[config.mk]
export PLATFORM = sky130hd
export DESIGN_NAME = fbx_exec
export DESIGN_NICKNAME = d
export VERILOG_FILES = /design/src/core/fbx_pkg.sv /design/src/core/fbx_shift_if.sv /design/src/core/fbx_shift_unit.sv /design/src/core/fbx_exec.sv
export SDC_FILE = /design/constraint.sdc
export NUM_CORES = 1
export LEC_CHECK = 0
export BUFFER_PORTS_ARGS = -buffer_cell sky130_fd_sc_hd__buf_2
export CAP_MARGIN = 20
export CORE_ASPECT_RATIO = 1.5
export CORE_UTILIZATION = 47
export CTS_CLUSTER_DIAMETER = 200
export DETAILED_ROUTE_END_ITERATION = 16
export MAX_ROUTING_LAYER = met4
export PLACE_DENSITY_LB_ADDON = 0.15
export REMOVE_ABC_BUFFERS = 1
export SLEW_MARGIN = 20
export SYNTH_ARGS = -nofsm -noshare
export SYNTH_HDL_FRONTEND = slang
export SYNTH_SLANG_ARGS = --single-unit
[constraint.sdc]
create_clock -name sys_clk -period 6.1 [get_ports sys_clk]
set_input_delay 0.61 -clock sys_clk [delete_from_list [all_inputs] [get_ports sys_clk]]
set_output_delay 0.61 -clock sys_clk [all_outputs]
set_load 0.01 [all_outputs]
[src/core/fbx_pkg.sv]
// Purpose: Shared constants and types of the flag branch and bit op unit
// Assumes: 8-bit data, one-word instructions, 16-bit program counter
// Notes: Op codes are the decoded form handed in by the fetch stage
package fbx_pkg;

   localparam int PC_W = 16;
   localparam int DATA_W = 8;
   localparam int IO_ADDR_W = 5;
   localparam int REG_SEL_W = 5;
   localparam int BUS_ADDR_W = 2;

   // Status flag bit positions
   localparam logic [2:0] FLAG_C = 3'h0;
   localparam logic [2:0] FLAG_Z = 3'h1;
   localparam logic [2:0] FLAG_N = 3'h2;
   localparam logic [2:0] FLAG_V = 3'h3;
   localparam logic [2:0] FLAG_S = 3'h4;
   localparam logic [2:0] FLAG_H = 3'h5;
   localparam logic [2:0] FLAG_T = 3'h6;
   localparam logic [2:0] FLAG_I = 3'h7;

   // Register offsets on the software port
   localparam logic [1:0] REG_STATUS = 2'h0;
   localparam logic [1:0] REG_PC_LO = 2'h1;
   localparam logic [1:0] REG_PC_HI = 2'h2;

   // Values after reset, and the program counter step
   localparam logic [7:0] STATUS_RST = 8'h00;
   localparam logic [15:0] PC_RST = 16'h0000;
   localparam logic [15:0] PC_STEP = 16'h0001;

   // Decoded operations
   typedef enum logic [5:0] {
      OP_IDLE, OP_J_UNS_HS, OP_J_UNS_LO, OP_J_NEG, OP_J_POS, OP_J_SGE,
      OP_J_SLT, OP_J_HALF_SET, OP_J_HALF_CLR, OP_J_TF_SET, OP_J_TF_CLR,
      OP_J_OVF_SET, OP_J_OVF_CLR, OP_J_IRQ_ON, OP_J_IRQ_OFF,
      OP_IO_ONE, OP_IO_ZERO, OP_SHL, OP_SHR, OP_SAR, OP_ROT_L, OP_ROT_R,
      OP_NIB_XCHG, OP_FLAG_ONE, OP_FLAG_ZERO, OP_TO_TF, OP_FROM_TF,
      OP_C_ONE, OP_C_ZERO, OP_N_ONE, OP_N_ZERO, OP_Z_ONE, OP_Z_ZERO,
      OP_IRQ_ON
   } fbx_op_t;

   typedef enum logic [2:0] {
      SH_LEFT, SH_RIGHT, SH_ARITH, SH_ROT_L, SH_ROT_R
   } fbx_shift_t;

   typedef enum logic [1:0] {
      ST_READY, ST_JUMP, ST_IO_MOD
   } fbx_state_t;

   typedef struct packed {
      fbx_state_t state;
      logic [15:0] pc;
      logic [15:0] target;
      logic [7:0] status;
      logic [4:0] ioAddr;
      logic [2:0] ioBit;
      logic ioSet;
      logic [7:0] ioWdata;
      logic ioWe;
      logic [4:0] regWaddr;
      logic [7:0] regWdata;
      logic regWe;
      logic [7:0] rdata;
   } fbx_regs_t;

endpackage

[src/core/fbx_shift_if.sv]
// Purpose: Carrier between the executor and its shift unit
// Assumes: Purely combinational exchange
// Notes: One operand in, result and four flags out
`timescale 1ns/1ns
`default_nettype none
interface fbx_shift_if;
   import fbx_pkg::*;
   fbx_shift_t op;
   logic [7:0] a;
   logic cin;
   logic [7:0] res;
   logic z;
   logic c;
   logic n;
   logic v;
   modport unit (input op, input a, input cin,
                 output res, output z, output c, output n, output v);
   modport user (output op, output a, output cin,
                 input res, input z, input c, input n, input v);
endinterface
`default_nettype wire

[src/core/fbx_shift_unit.sv]
// Purpose: Shift and rotate datapath with flag results
// Assumes: Operand and carry valid in the issue cycle
// Notes: Overflow is negative xor carry of the result
`timescale 1ns/1ns
`default_nettype none
module fbx_shift_unit
   import fbx_pkg::*;
(
   fbx_shift_if.unit sh
);

   // Result and flags per shift kind
   always_comb
   begin
      sh.res = sh.a;
      sh.c = 1'b0;
      case (sh.op)
         SH_LEFT:
         begin
            sh.res = {sh.a[6:0], 1'b0};
            sh.c = sh.a[7];
         end
         SH_RIGHT:
         begin
            sh.res = {1'b0, sh.a[7:1]};
            sh.c = sh.a[0];
         end
         SH_ARITH:
         begin
            sh.res = {sh.a[7], sh.a[7:1]};
            sh.c = sh.a[0];
         end
         SH_ROT_L:
         begin
            sh.res = {sh.a[6:0], sh.cin};
            sh.c = sh.a[7];
         end
         SH_ROT_R:
         begin
            sh.res = {sh.cin, sh.a[7:1]};
            sh.c = sh.a[0];
         end
         default:
         begin
            sh.res = sh.a;
            sh.c = 1'b0;
         end
      endcase
      sh.z = (sh.res == 8'h00);
      sh.n = sh.res[7];
      sh.v = sh.res[7] ^ sh.c;
   end

endmodule
`default_nettype wire

[src/core/fbx_exec.sv]
// Purpose: Executes flag branches and the bit and bit-test group
// Assumes: One decoded instruction per issue while instReady is high
// Notes: Holds the program counter and the status flags of the core
`timescale 1ns/1ns
`default_nettype none
module fbx_exec
   import fbx_pkg::*;
(
   input wire logic sys_clk,
   input wire logic resetn,
   input wire logic instValid,
   input wire fbx_op_t instOp,
   input wire logic [6:0] instOffset,
   input wire logic [2:0] instBit,
   input wire logic [4:0] instIoAddr,
   input wire logic [4:0] instRegSel,
   input wire logic [7:0] regRdata,
   input wire logic [7:0] ioRdata,
   input wire logic [1:0] busAddr,
   input wire logic [7:0] busWdata,
   input wire logic busWr,
   input wire logic busRd,
   output logic instReady,
   output logic [15:0] pcOut,
   output logic [7:0] statusOut,
   output logic [4:0] ioAddr,
   output logic [7:0] ioWdata,
   output logic ioWe,
   output logic [4:0] regWaddr,
   output logic [7:0] regWdata,
   output logic regWe,
   output logic [7:0] busRdata
);

   fbx_regs_t r_q;
   fbx_regs_t r_d;
   fbx_shift_if sh ();

   fbx_shift_unit u_shift (
      .sh(sh)
   );

   // Next state of the whole unit
   always_comb
   begin
      logic take;
      logic isJump;
      logic [15:0] jumpTarget;
      take = 1'b0;
      isJump = 1'b1;
      jumpTarget = r_q.pc + {{9{instOffset[6]}}, instOffset} + PC_STEP;
      r_d = r_q;
      r_d.ioWe = 1'b0;
      r_d.regWe = 1'b0;
      r_d.rdata = 8'h00;
      sh.a = regRdata;
      sh.cin = r_q.status[FLAG_C];
      case (instOp)
         OP_SHR: sh.op = SH_RIGHT;
         OP_SAR: sh.op = SH_ARITH;
         OP_ROT_L: sh.op = SH_ROT_L;
         OP_ROT_R: sh.op = SH_ROT_R;
         default: sh.op = SH_LEFT;
      endcase

      // Software port: read answers next cycle, unmapped reads zero
      if (busRd)
      begin
         case (busAddr)
            REG_STATUS: r_d.rdata = r_q.status;
            REG_PC_LO: r_d.rdata = r_q.pc[7:0];
            REG_PC_HI: r_d.rdata = r_q.pc[15:8];
            default: r_d.rdata = 8'h00;
         endcase
      end
      if (busWr)
      begin
         case (busAddr)
            REG_STATUS: r_d.status = busWdata;
            REG_PC_LO: r_d.pc[7:0] = busWdata;
            REG_PC_HI: r_d.pc[15:8] = busWdata;
            default: r_d.status = r_d.status;
         endcase
      end

      // Branch condition from the status flags
      case (instOp)
         OP_J_UNS_HS: take = ~r_q.status[FLAG_C];
         OP_J_UNS_LO: take = r_q.status[FLAG_C];
         OP_J_NEG: take = r_q.status[FLAG_N];
         OP_J_POS: take = ~r_q.status[FLAG_N];
         OP_J_SGE: take = ~(r_q.status[FLAG_N] ^ r_q.status[FLAG_V]);
         OP_J_SLT: take = r_q.status[FLAG_N] ^ r_q.status[FLAG_V];
         OP_J_HALF_SET: take = r_q.status[FLAG_H];
         OP_J_HALF_CLR: take = ~r_q.status[FLAG_H];
         OP_J_TF_SET: take = r_q.status[FLAG_T];
         OP_J_TF_CLR: take = ~r_q.status[FLAG_T];
         OP_J_OVF_SET: take = r_q.status[FLAG_V];
         OP_J_OVF_CLR: take = ~r_q.status[FLAG_V];
         OP_J_IRQ_ON: take = r_q.status[FLAG_I];
         OP_J_IRQ_OFF: take = ~r_q.status[FLAG_I];
         default:
         begin
            take = 1'b0;
            isJump = 1'b0;
         end
      endcase

      // Sequencer
      case (r_q.state)
         ST_READY:
         begin
            if (instValid && instOp != OP_IDLE)
            begin
               r_d.pc = r_q.pc + PC_STEP;
               r_d.regWaddr = instRegSel;
               if (isJump && take)
               begin
                  // Taken jump spends a second clock; flags untouched
                  r_d.pc = r_q.pc;
                  r_d.target = jumpTarget;
                  r_d.state = ST_JUMP;
               end
               case (instOp)
                  OP_IO_ONE, OP_IO_ZERO:
                  begin
                     r_d.ioAddr = instIoAddr;
                     r_d.ioBit = instBit;
                     r_d.ioSet = (instOp == OP_IO_ONE);
                     r_d.state = ST_IO_MOD;
                  end
                  OP_SHL, OP_SHR, OP_SAR, OP_ROT_L, OP_ROT_R:
                  begin
                     r_d.regWdata = sh.res;
                     r_d.regWe = 1'b1;
                     r_d.status[FLAG_Z] = sh.z;
                     r_d.status[FLAG_C] = sh.c;
                     r_d.status[FLAG_N] = sh.n;
                     r_d.status[FLAG_V] = sh.v;
                  end
                  OP_NIB_XCHG:
                  begin
                     r_d.regWdata = {regRdata[3:0], regRdata[7:4]};
                     r_d.regWe = 1'b1;
                  end
                  OP_FLAG_ONE: r_d.status[instBit] = 1'b1;
                  OP_FLAG_ZERO: r_d.status[instBit] = 1'b0;
                  OP_C_ONE: r_d.status[FLAG_C] = 1'b1;
                  OP_C_ZERO: r_d.status[FLAG_C] = 1'b0;
                  OP_N_ONE: r_d.status[FLAG_N] = 1'b1;
                  OP_N_ZERO: r_d.status[FLAG_N] = 1'b0;
                  OP_Z_ONE: r_d.status[FLAG_Z] = 1'b1;
                  OP_Z_ZERO: r_d.status[FLAG_Z] = 1'b0;
                  OP_IRQ_ON: r_d.status[FLAG_I] = 1'b1;
                  OP_TO_TF: r_d.status[FLAG_T] = regRdata[instBit];
                  OP_FROM_TF:
                  begin
                     r_d.regWdata = regRdata;
                     r_d.regWdata[instBit] = r_q.status[FLAG_T];
                     r_d.regWe = 1'b1;
                  end
                  default: r_d.regWe = 1'b0;
               endcase
            end
         end
         ST_JUMP:
         begin
            // Second clock of a taken jump loads the target
            r_d.pc = r_q.target;
            r_d.state = ST_READY;
         end
         ST_IO_MOD:
         begin
            // Read-modify-write of one I/O bit, other bits kept
            if (r_q.ioSet)
               r_d.ioWdata = ioRdata | (8'h01 << r_q.ioBit);
            else
               r_d.ioWdata = ioRdata & ~(8'h01 << r_q.ioBit);
            r_d.ioWe = 1'b1;
            r_d.state = ST_READY;
         end
         default: r_d.state = ST_READY;
      endcase
   end

   // State register
   always_ff @(posedge sys_clk or negedge resetn)
   begin
      if (!resetn)
      begin
         r_q <= '{state: ST_READY, pc: PC_RST, target: PC_RST,
                  status: STATUS_RST, ioAddr: 5'h00, ioBit: 3'h0,
                  ioSet: 1'b0, ioWdata: 8'h00, ioWe: 1'b0,
                  regWaddr: 5'h00, regWdata: 8'h00, regWe: 1'b0,
                  rdata: 8'h00};
      end
      else
      begin
         r_q <= r_d;
      end
   end

   // Outputs
   assign instReady = (r_q.state == ST_READY);
   assign pcOut = r_q.pc;
   assign statusOut = r_q.status;
   assign ioAddr = r_q.ioAddr;
   assign ioWdata = r_q.ioWdata;
   assign ioWe = r_q.ioWe;
   assign regWaddr = r_q.regWaddr;
   assign regWdata = r_q.regWdata;
   assign regWe = r_q.regWe;
   assign busRdata = r_q.rdata;

endmodule
`default_nettype wire

# == Word-level counts from Yosys, hierarchy flattened ==
# Cells that the tools add are included.
# totals
n_memories,0
latchBits,0
output_inout_bits,61
mem_bits_rw,0
rom_bits,0
regBits,82
# op_classes
n_div,0
n_addsub,3
reduce_logical,20
n_mul,0
mux,37
n_eq_ne,44
n_lt_le_gt_ge,2
n_shift,1
bitwise_logic,15
# ops
op,count
$eq 6x5->1 const B,16
$mux 51,1
$eq 6x4->1 const B,8
$mux 8,6
$pmux 8 s3,2
$pmux 8 s5,1
$mux 34,1
$add 16x1->16 const B,2
$pmux 16 s2,1
$eq 6x3->1 const B,4
$mux 17,1
$add 16x16->16,1
$and 8x8->8,2
$mux 16,1
$not 8->8,2
$or 8x8->8,2
$pmux 1 s5,3
$pmux 1 s14,1
$reduce_or 14->1,1
$eq 6x2->1 const B,2
$eq 6x6->1 const B,2
$pmux 3 s4,1
$mux 9,1
$pmux 1 s3,3
33 further kinds,57

# == Logic depth before layout (Yosys ltp) ==
# depth
ltp_word,9
depth_mapped,12
ltp_nobuf,11

# == Hierarchy ==
# From an unflattened synthesis, not the netlist that was laid out.
# unflattened
hier_cells,790
area_unflattened_um2,6831.6
# modules_own_cells
mod,seq_area_each_um2,area_each_um2,n_inst,cells_each
fbx_exec,2052.0,6449.9,1,741
fbx_shift_unit,0.0,381.6,1,49

# == Worst setup path after synthesis ==
# No wires, ideal clock.
# synth_path
kind,input-to-reg
start,input port instOffset[0]
end,register r_q[62] in the netlist's numbering
path_buffers,0
stages,11
arrival_time_ns,2.574
required_time_ns,5.970
setup_ns,0.130
setup_slack_ns,3.396
cell_sequence,inv_1 > ha_1 > inv_1 > fa_1 > a2111oi_0 > nor3_1 > o41ai_2 > o31ai_1 > a31oi_1 > xor2_1 > o21ai_1
# synth_via
elab_chain_cells,2
# synth_rtl
item,line,rtl
"start, declared",fbx_exec.sv:13,"input wire logic [6:0] instOffset,"
$add 16x16->16,fbx_exec.sv:51,"jumpTarget = r_q.pc + {{9{instOffset[6]}}, instOffset} + PC_STEP;"
$add 16x1->16,fbx_exec.sv:51,
"end signal, assigned",fbx_exec.sv:191,"r_q <= '{state: ST_READY, pc: PC_RST, target: PC_RST,"
"end signal, assigned",fbx_exec.sv:199,r_q <= r_d;
"end, declared",fbx_exec.sv:35,fbx_regs_t r_q;
# Every way passes these cells.
# A chain may end at the register's enable or synchronous reset.

# == Worst setup path in the final report ==
# layout_path
start,"register r_q, in the netlist pcOut[0]"
end,register r_q[62] in the netlist's numbering
# layout_via
elab_chain_cells,2
# layout_rtl
item,line
$add 16x16->16,fbx_exec.sv:51
$add 16x1->16,fbx_exec.sv:51
# Every way passes these cells.

==> results.py <==
metrics = {
    "flow_run": {
        "cap_viol_max_count": 0,
    },
    "global_route": {
        "grt_overflow": 0,
        "antenna_found_initial": 0,
        "grt_start_max_net_pins": 63,
        "grt_use_total_pct": 26.8,
        "first_global_vias": 5621,
        "grt_pass1_wl_mm": 28.7,
    },
    "worst_setup_path": {
        "crit_top_cell": "inv_1",
        "reg2reg_depth": 11,
        "startpoint_type": "register",
        "cp_slowest_cell": "dfrtp_1",
        "worstReg2RegEnd": "r_q[62]$_DFFE_PN0P_",
        "required_ps": 6330,
        "crit_type": "reg -> reg",
        "cpLargestDelayFamily": "compound AO/OA/AOI/OAI gates",
        "cp.arrival_ps": 3190,
        "regToRegStartpoint": "pcOut[0]$_DFFE_PN0N_",
        "path_cells": "inv_1 > ha_1 > inv_1 > fa_1 > a2111oi_0 > nor3_1 > o41ai_2 > o31ai_1 > a31oi_1 > xor2_1 > o21ai_1",
        "path_buf_inv": 2,
        "r2r_slack_ps": 3130,
        "cpPeakStageDelay_ps": 510,
        "critPathCaptureType": "register",
        "cp_num_cells": 11,
        "crit_path_max_fanout": 10,
    },
    "timing": {
        "rsz0062_at_grt": "false",
        "worst_pin_slew_ps": 792,
        "fmax_mhz": 337,
        "setup_viol": 0,
        "relSlewSlack_pct": 47.2,
        "finalClockSkew_ps": 9.97,
        "period_needed_ps": 2970,
        "finalHoldViolCount": 0,
        "worst_slack_ps": 3130,
        "tns_ps": 0,
        "slew_viol_final": 0,
        "fin_crit_sh_pct": 48.6,
    },
    "pwr": {
        "p_sw_share_pct": 37.7,
        "p_int_w": 0.00148,
        "p_per_area_mw_per_mm2": 343,
        "irDropWorstVdd_mv": 0.133,
        "comb_power_share_pct": 34.9,
        "p_leak_nw": 3.25,
        "p_clk_share_pct": 27.8,
        "p_sw_w": 0.000897,
        "pwr-share-seq_pct": 37.4,
    },
    "yosys": {
        "synth_common_cells": "97 x nand2_1, 82 x dfrtp_1, 61 x buf_4",
        "synth-edff-count": 0,
        "yosys-top-cells-area": "dfrtp_1 32%, mux2i_1 7.4%, buf_4 7.2%",
        "yosys_most_used_dff": "dfrtp_1",
        "yosysWarnings": 0,
        "yosys.cell_count.top_type": "nand2_1",
        "yosysSeqAreaShare_pct": 32.2,
        "synth-seq-cells": 82,
        "syn-cell-area_sq_mm": 0.00637,
        "yosysTopAreaCell": "dfrtp_1",
        "synth_cells": 753,
        "synthDistinctLibCells": 77,
        "synth_top_area_share_pct": 32.2,
        "avgSynthCellArea_sq_um": 8.46,
        "async_flop_share_pct": 100,
    },
    "clock_network": {
        "clockRootBuffer": "clkbuf_16",
        "postCtsSetupRepairBufs": 0,
        "clk_pin_slew_ps": 70,
        "clock_latency_ps": 350,
        "cts_sinks": 82,
        "cts_tree": "yes",
        "clockBufferDepth": 2,
        "cts.repair.resized": 0,
        "cts-hold-fix-buffers": 0,
        "cts_buffers": 9,
        "cts_htree_levels": 3,
    },
    "floorplanning": {
        "rows": 51,
        "core_area_sq_mm": 0.0131,
        "die_area_sq_mm": 0.0140,
        "initial_utilization_pct": 48.7,
        "io_pins": 118,
        "die_y_microns": 145,
        "die_x_microns": 97.1,
    },
    "routing": {
        "drt_iter0_drc": 222,
        "drc": 0,
        "dr.pass1.iters": 6,
        "viasPerCell": 6.05,
        "wl_mm": 18.2,
        "ant_nets": 0,
        "num_vias": 5749,
        "wl_per_cell_microns": 19.1,
    },
    "worst_hold_path": {
        "timing.hold.worst.class": "in -> async",
    },
    "final_layout": {
        "syn_to_final_growth_pct": 8.56,
        "fin_nets": 860,
        "drive_gt1_share_pct": 21.7,
        "antenna_cells": 0,
    },
    "placement": {
        "globalplace.congestion": 0.928,
        "hpwlAfterDp_mm": 14.0,
        "place_ws_ps": 2810,
        "numPortBuffers": 117,
    },
    "run_status": {
        "outcome": "finished, final reports clean",
    },
}
==> metal layers <==
layer / global-route usage [%] / wire length [microns] / share of wire (%) / vias to the layer above
met5: - / 0 / 0 / -
met4: 14.2 / 716 / 3.9 / 0
met2: 48.6 / 9730 / 54 / 216
met3: 3.24 / 718 / 4.0 / 50
li1: - / - / - / 2723
met1: 28.6 / 7010 / 39 / 2760
==> state kept, by name, indices dropped and copies added, names as in the netlist <==
signal and flops:
regWdata 8, busRdata 8, ioAddr 5, r_q 22
ioWe 1, regWe 1, ioWdata 8, statusOut 8
regWaddr 5, pcOut 16
==> power groups by stage <==
stage	registers, W	logic, W	clock network [W]
final	0.000887	0.000829	0.000660
after global routing	0.000908	0.000921	0.000690
after floorplan	0.000880	0.000514	0
after detailed placement	0.000891	0.000827	0
after global placement	0.000887	0.000812	0
after CTS	0.000884	0.000834	0.000669
==> area by class of cell <==
type | instances | area [sq um]
Multi-Input combinational cell | 554 | 3620
Tap cell | 159 | 199
Clock buffer | 9 | 225
Fill cell | 1255 | 6160
Sequential cell | 82 | 2050
Clock inverter | 7 | 130
Inverter | 18 | 68.8
Timing Repair Buffer | 121 | 618
==> layout by cell type (no fill, tap or decap), types with 3 or more instances in the layout <==
| cell | count |
|---|---|
| a2bb2oi_1 | 4 |
| buf_4 | 5 |
| o21ai_1 | 4 |
| nand3_1 | 23 |
| a21boi_0 | 3 |
| mux2_2 | 17 |
| nand4_1 | 5 |
| a31oi_1 | 10 |
| bufinv_16 | 3 |
| a21o_1 | 9 |
| nor3b_1 | 5 |
| nor3_2 | 3 |
| xor2_1 | 8 |
| xnor2_1 | 16 |
| a22oi_1 | 7 |
| buf_2 | 116 |
| o221ai_1 | 9 |
| nor2_1 | 51 |
| mux2i_1 | 47 |
| inv_1 | 17 |
| nand3b_1 | 5 |
| a21oi_1 | 41 |
| nor2b_1 | 9 |
| nand2_1 | 97 |
| nand2b_1 | 7 |
| o22ai_1 | 3 |
| or3_1 | 5 |
| clkbuf_16 | 9 |
| a211oi_1 | 7 |
| and2_1 | 9 |
| o21a_1 | 5 |
| a221oi_1 | 9 |
| dfrtp_1 | 82 |
| ha_1 | 16 |
| o21ai_0 | 59 |
| o31ai_1 | 6 |
| nor3_1 | 11 |
==> metrics by stage <==
| step | util [%] | hold WS (ps) | cells | power (W) | instance area [sq um] |
|---|---|---|---|---|---|
| 2_1_floorplan | - | 314 | 654 | 0.00139 | 5750 |
| 3_3_place_gp | 50.2 | 455 | 934 | 0.00170 | 6560 |
| 5_1_grt | 52.9 | 175 | 950 | 0.00252 | 6920 |
| 4_1_cts | 52.9 | 160 | 950 | 0.00239 | 6920 |
| 6_report | 52.9 | 155 | 950 | 0.00238 | 6920 |
| 3_5_place_dp | 50.2 | 466 | 934 | 0.00172 | 6560 |
==> logic make-up after synthesis <==
kind of cell / count (synthesis) / share of synthesized area, %
multiplexers: 64 / 10.4
AO/OA/AOI/OAI: 197 / 20.0
AND/OR/NAND/NOR: 252 / 19.7
buffers and inverters: 117 / 10.9
XOR/XNOR: 24 / 3.30
adder cells (fa/ha/maj): 17 / 3.46
flip-flops: 82 / 32.2
==> worst max-delay path by stage <==
stage	startpoint	to	slack (ps)
after floorplan	instOffset[0]	r_q[62]$_DFFE_PN0P_	3400
after global routing	instOp[1]	pcOut[7]$_DFFE_PN0N_	2910
final	pcOut[0]$_DFFE_PN0N_	r_q[62]$_DFFE_PN0P_	3130
after global placement	instOp[1]	pcOut[7]$_DFFE_PN0N_	2900
after CTS	pcOut[0]$_DFFE_PN0N_	r_q[62]$_DFFE_PN0P_	3100
after detailed placement	instOp[1]	pcOut[7]$_DFFE_PN0N_	2810
No activity file was read; power rests on OpenSTA's default activity.
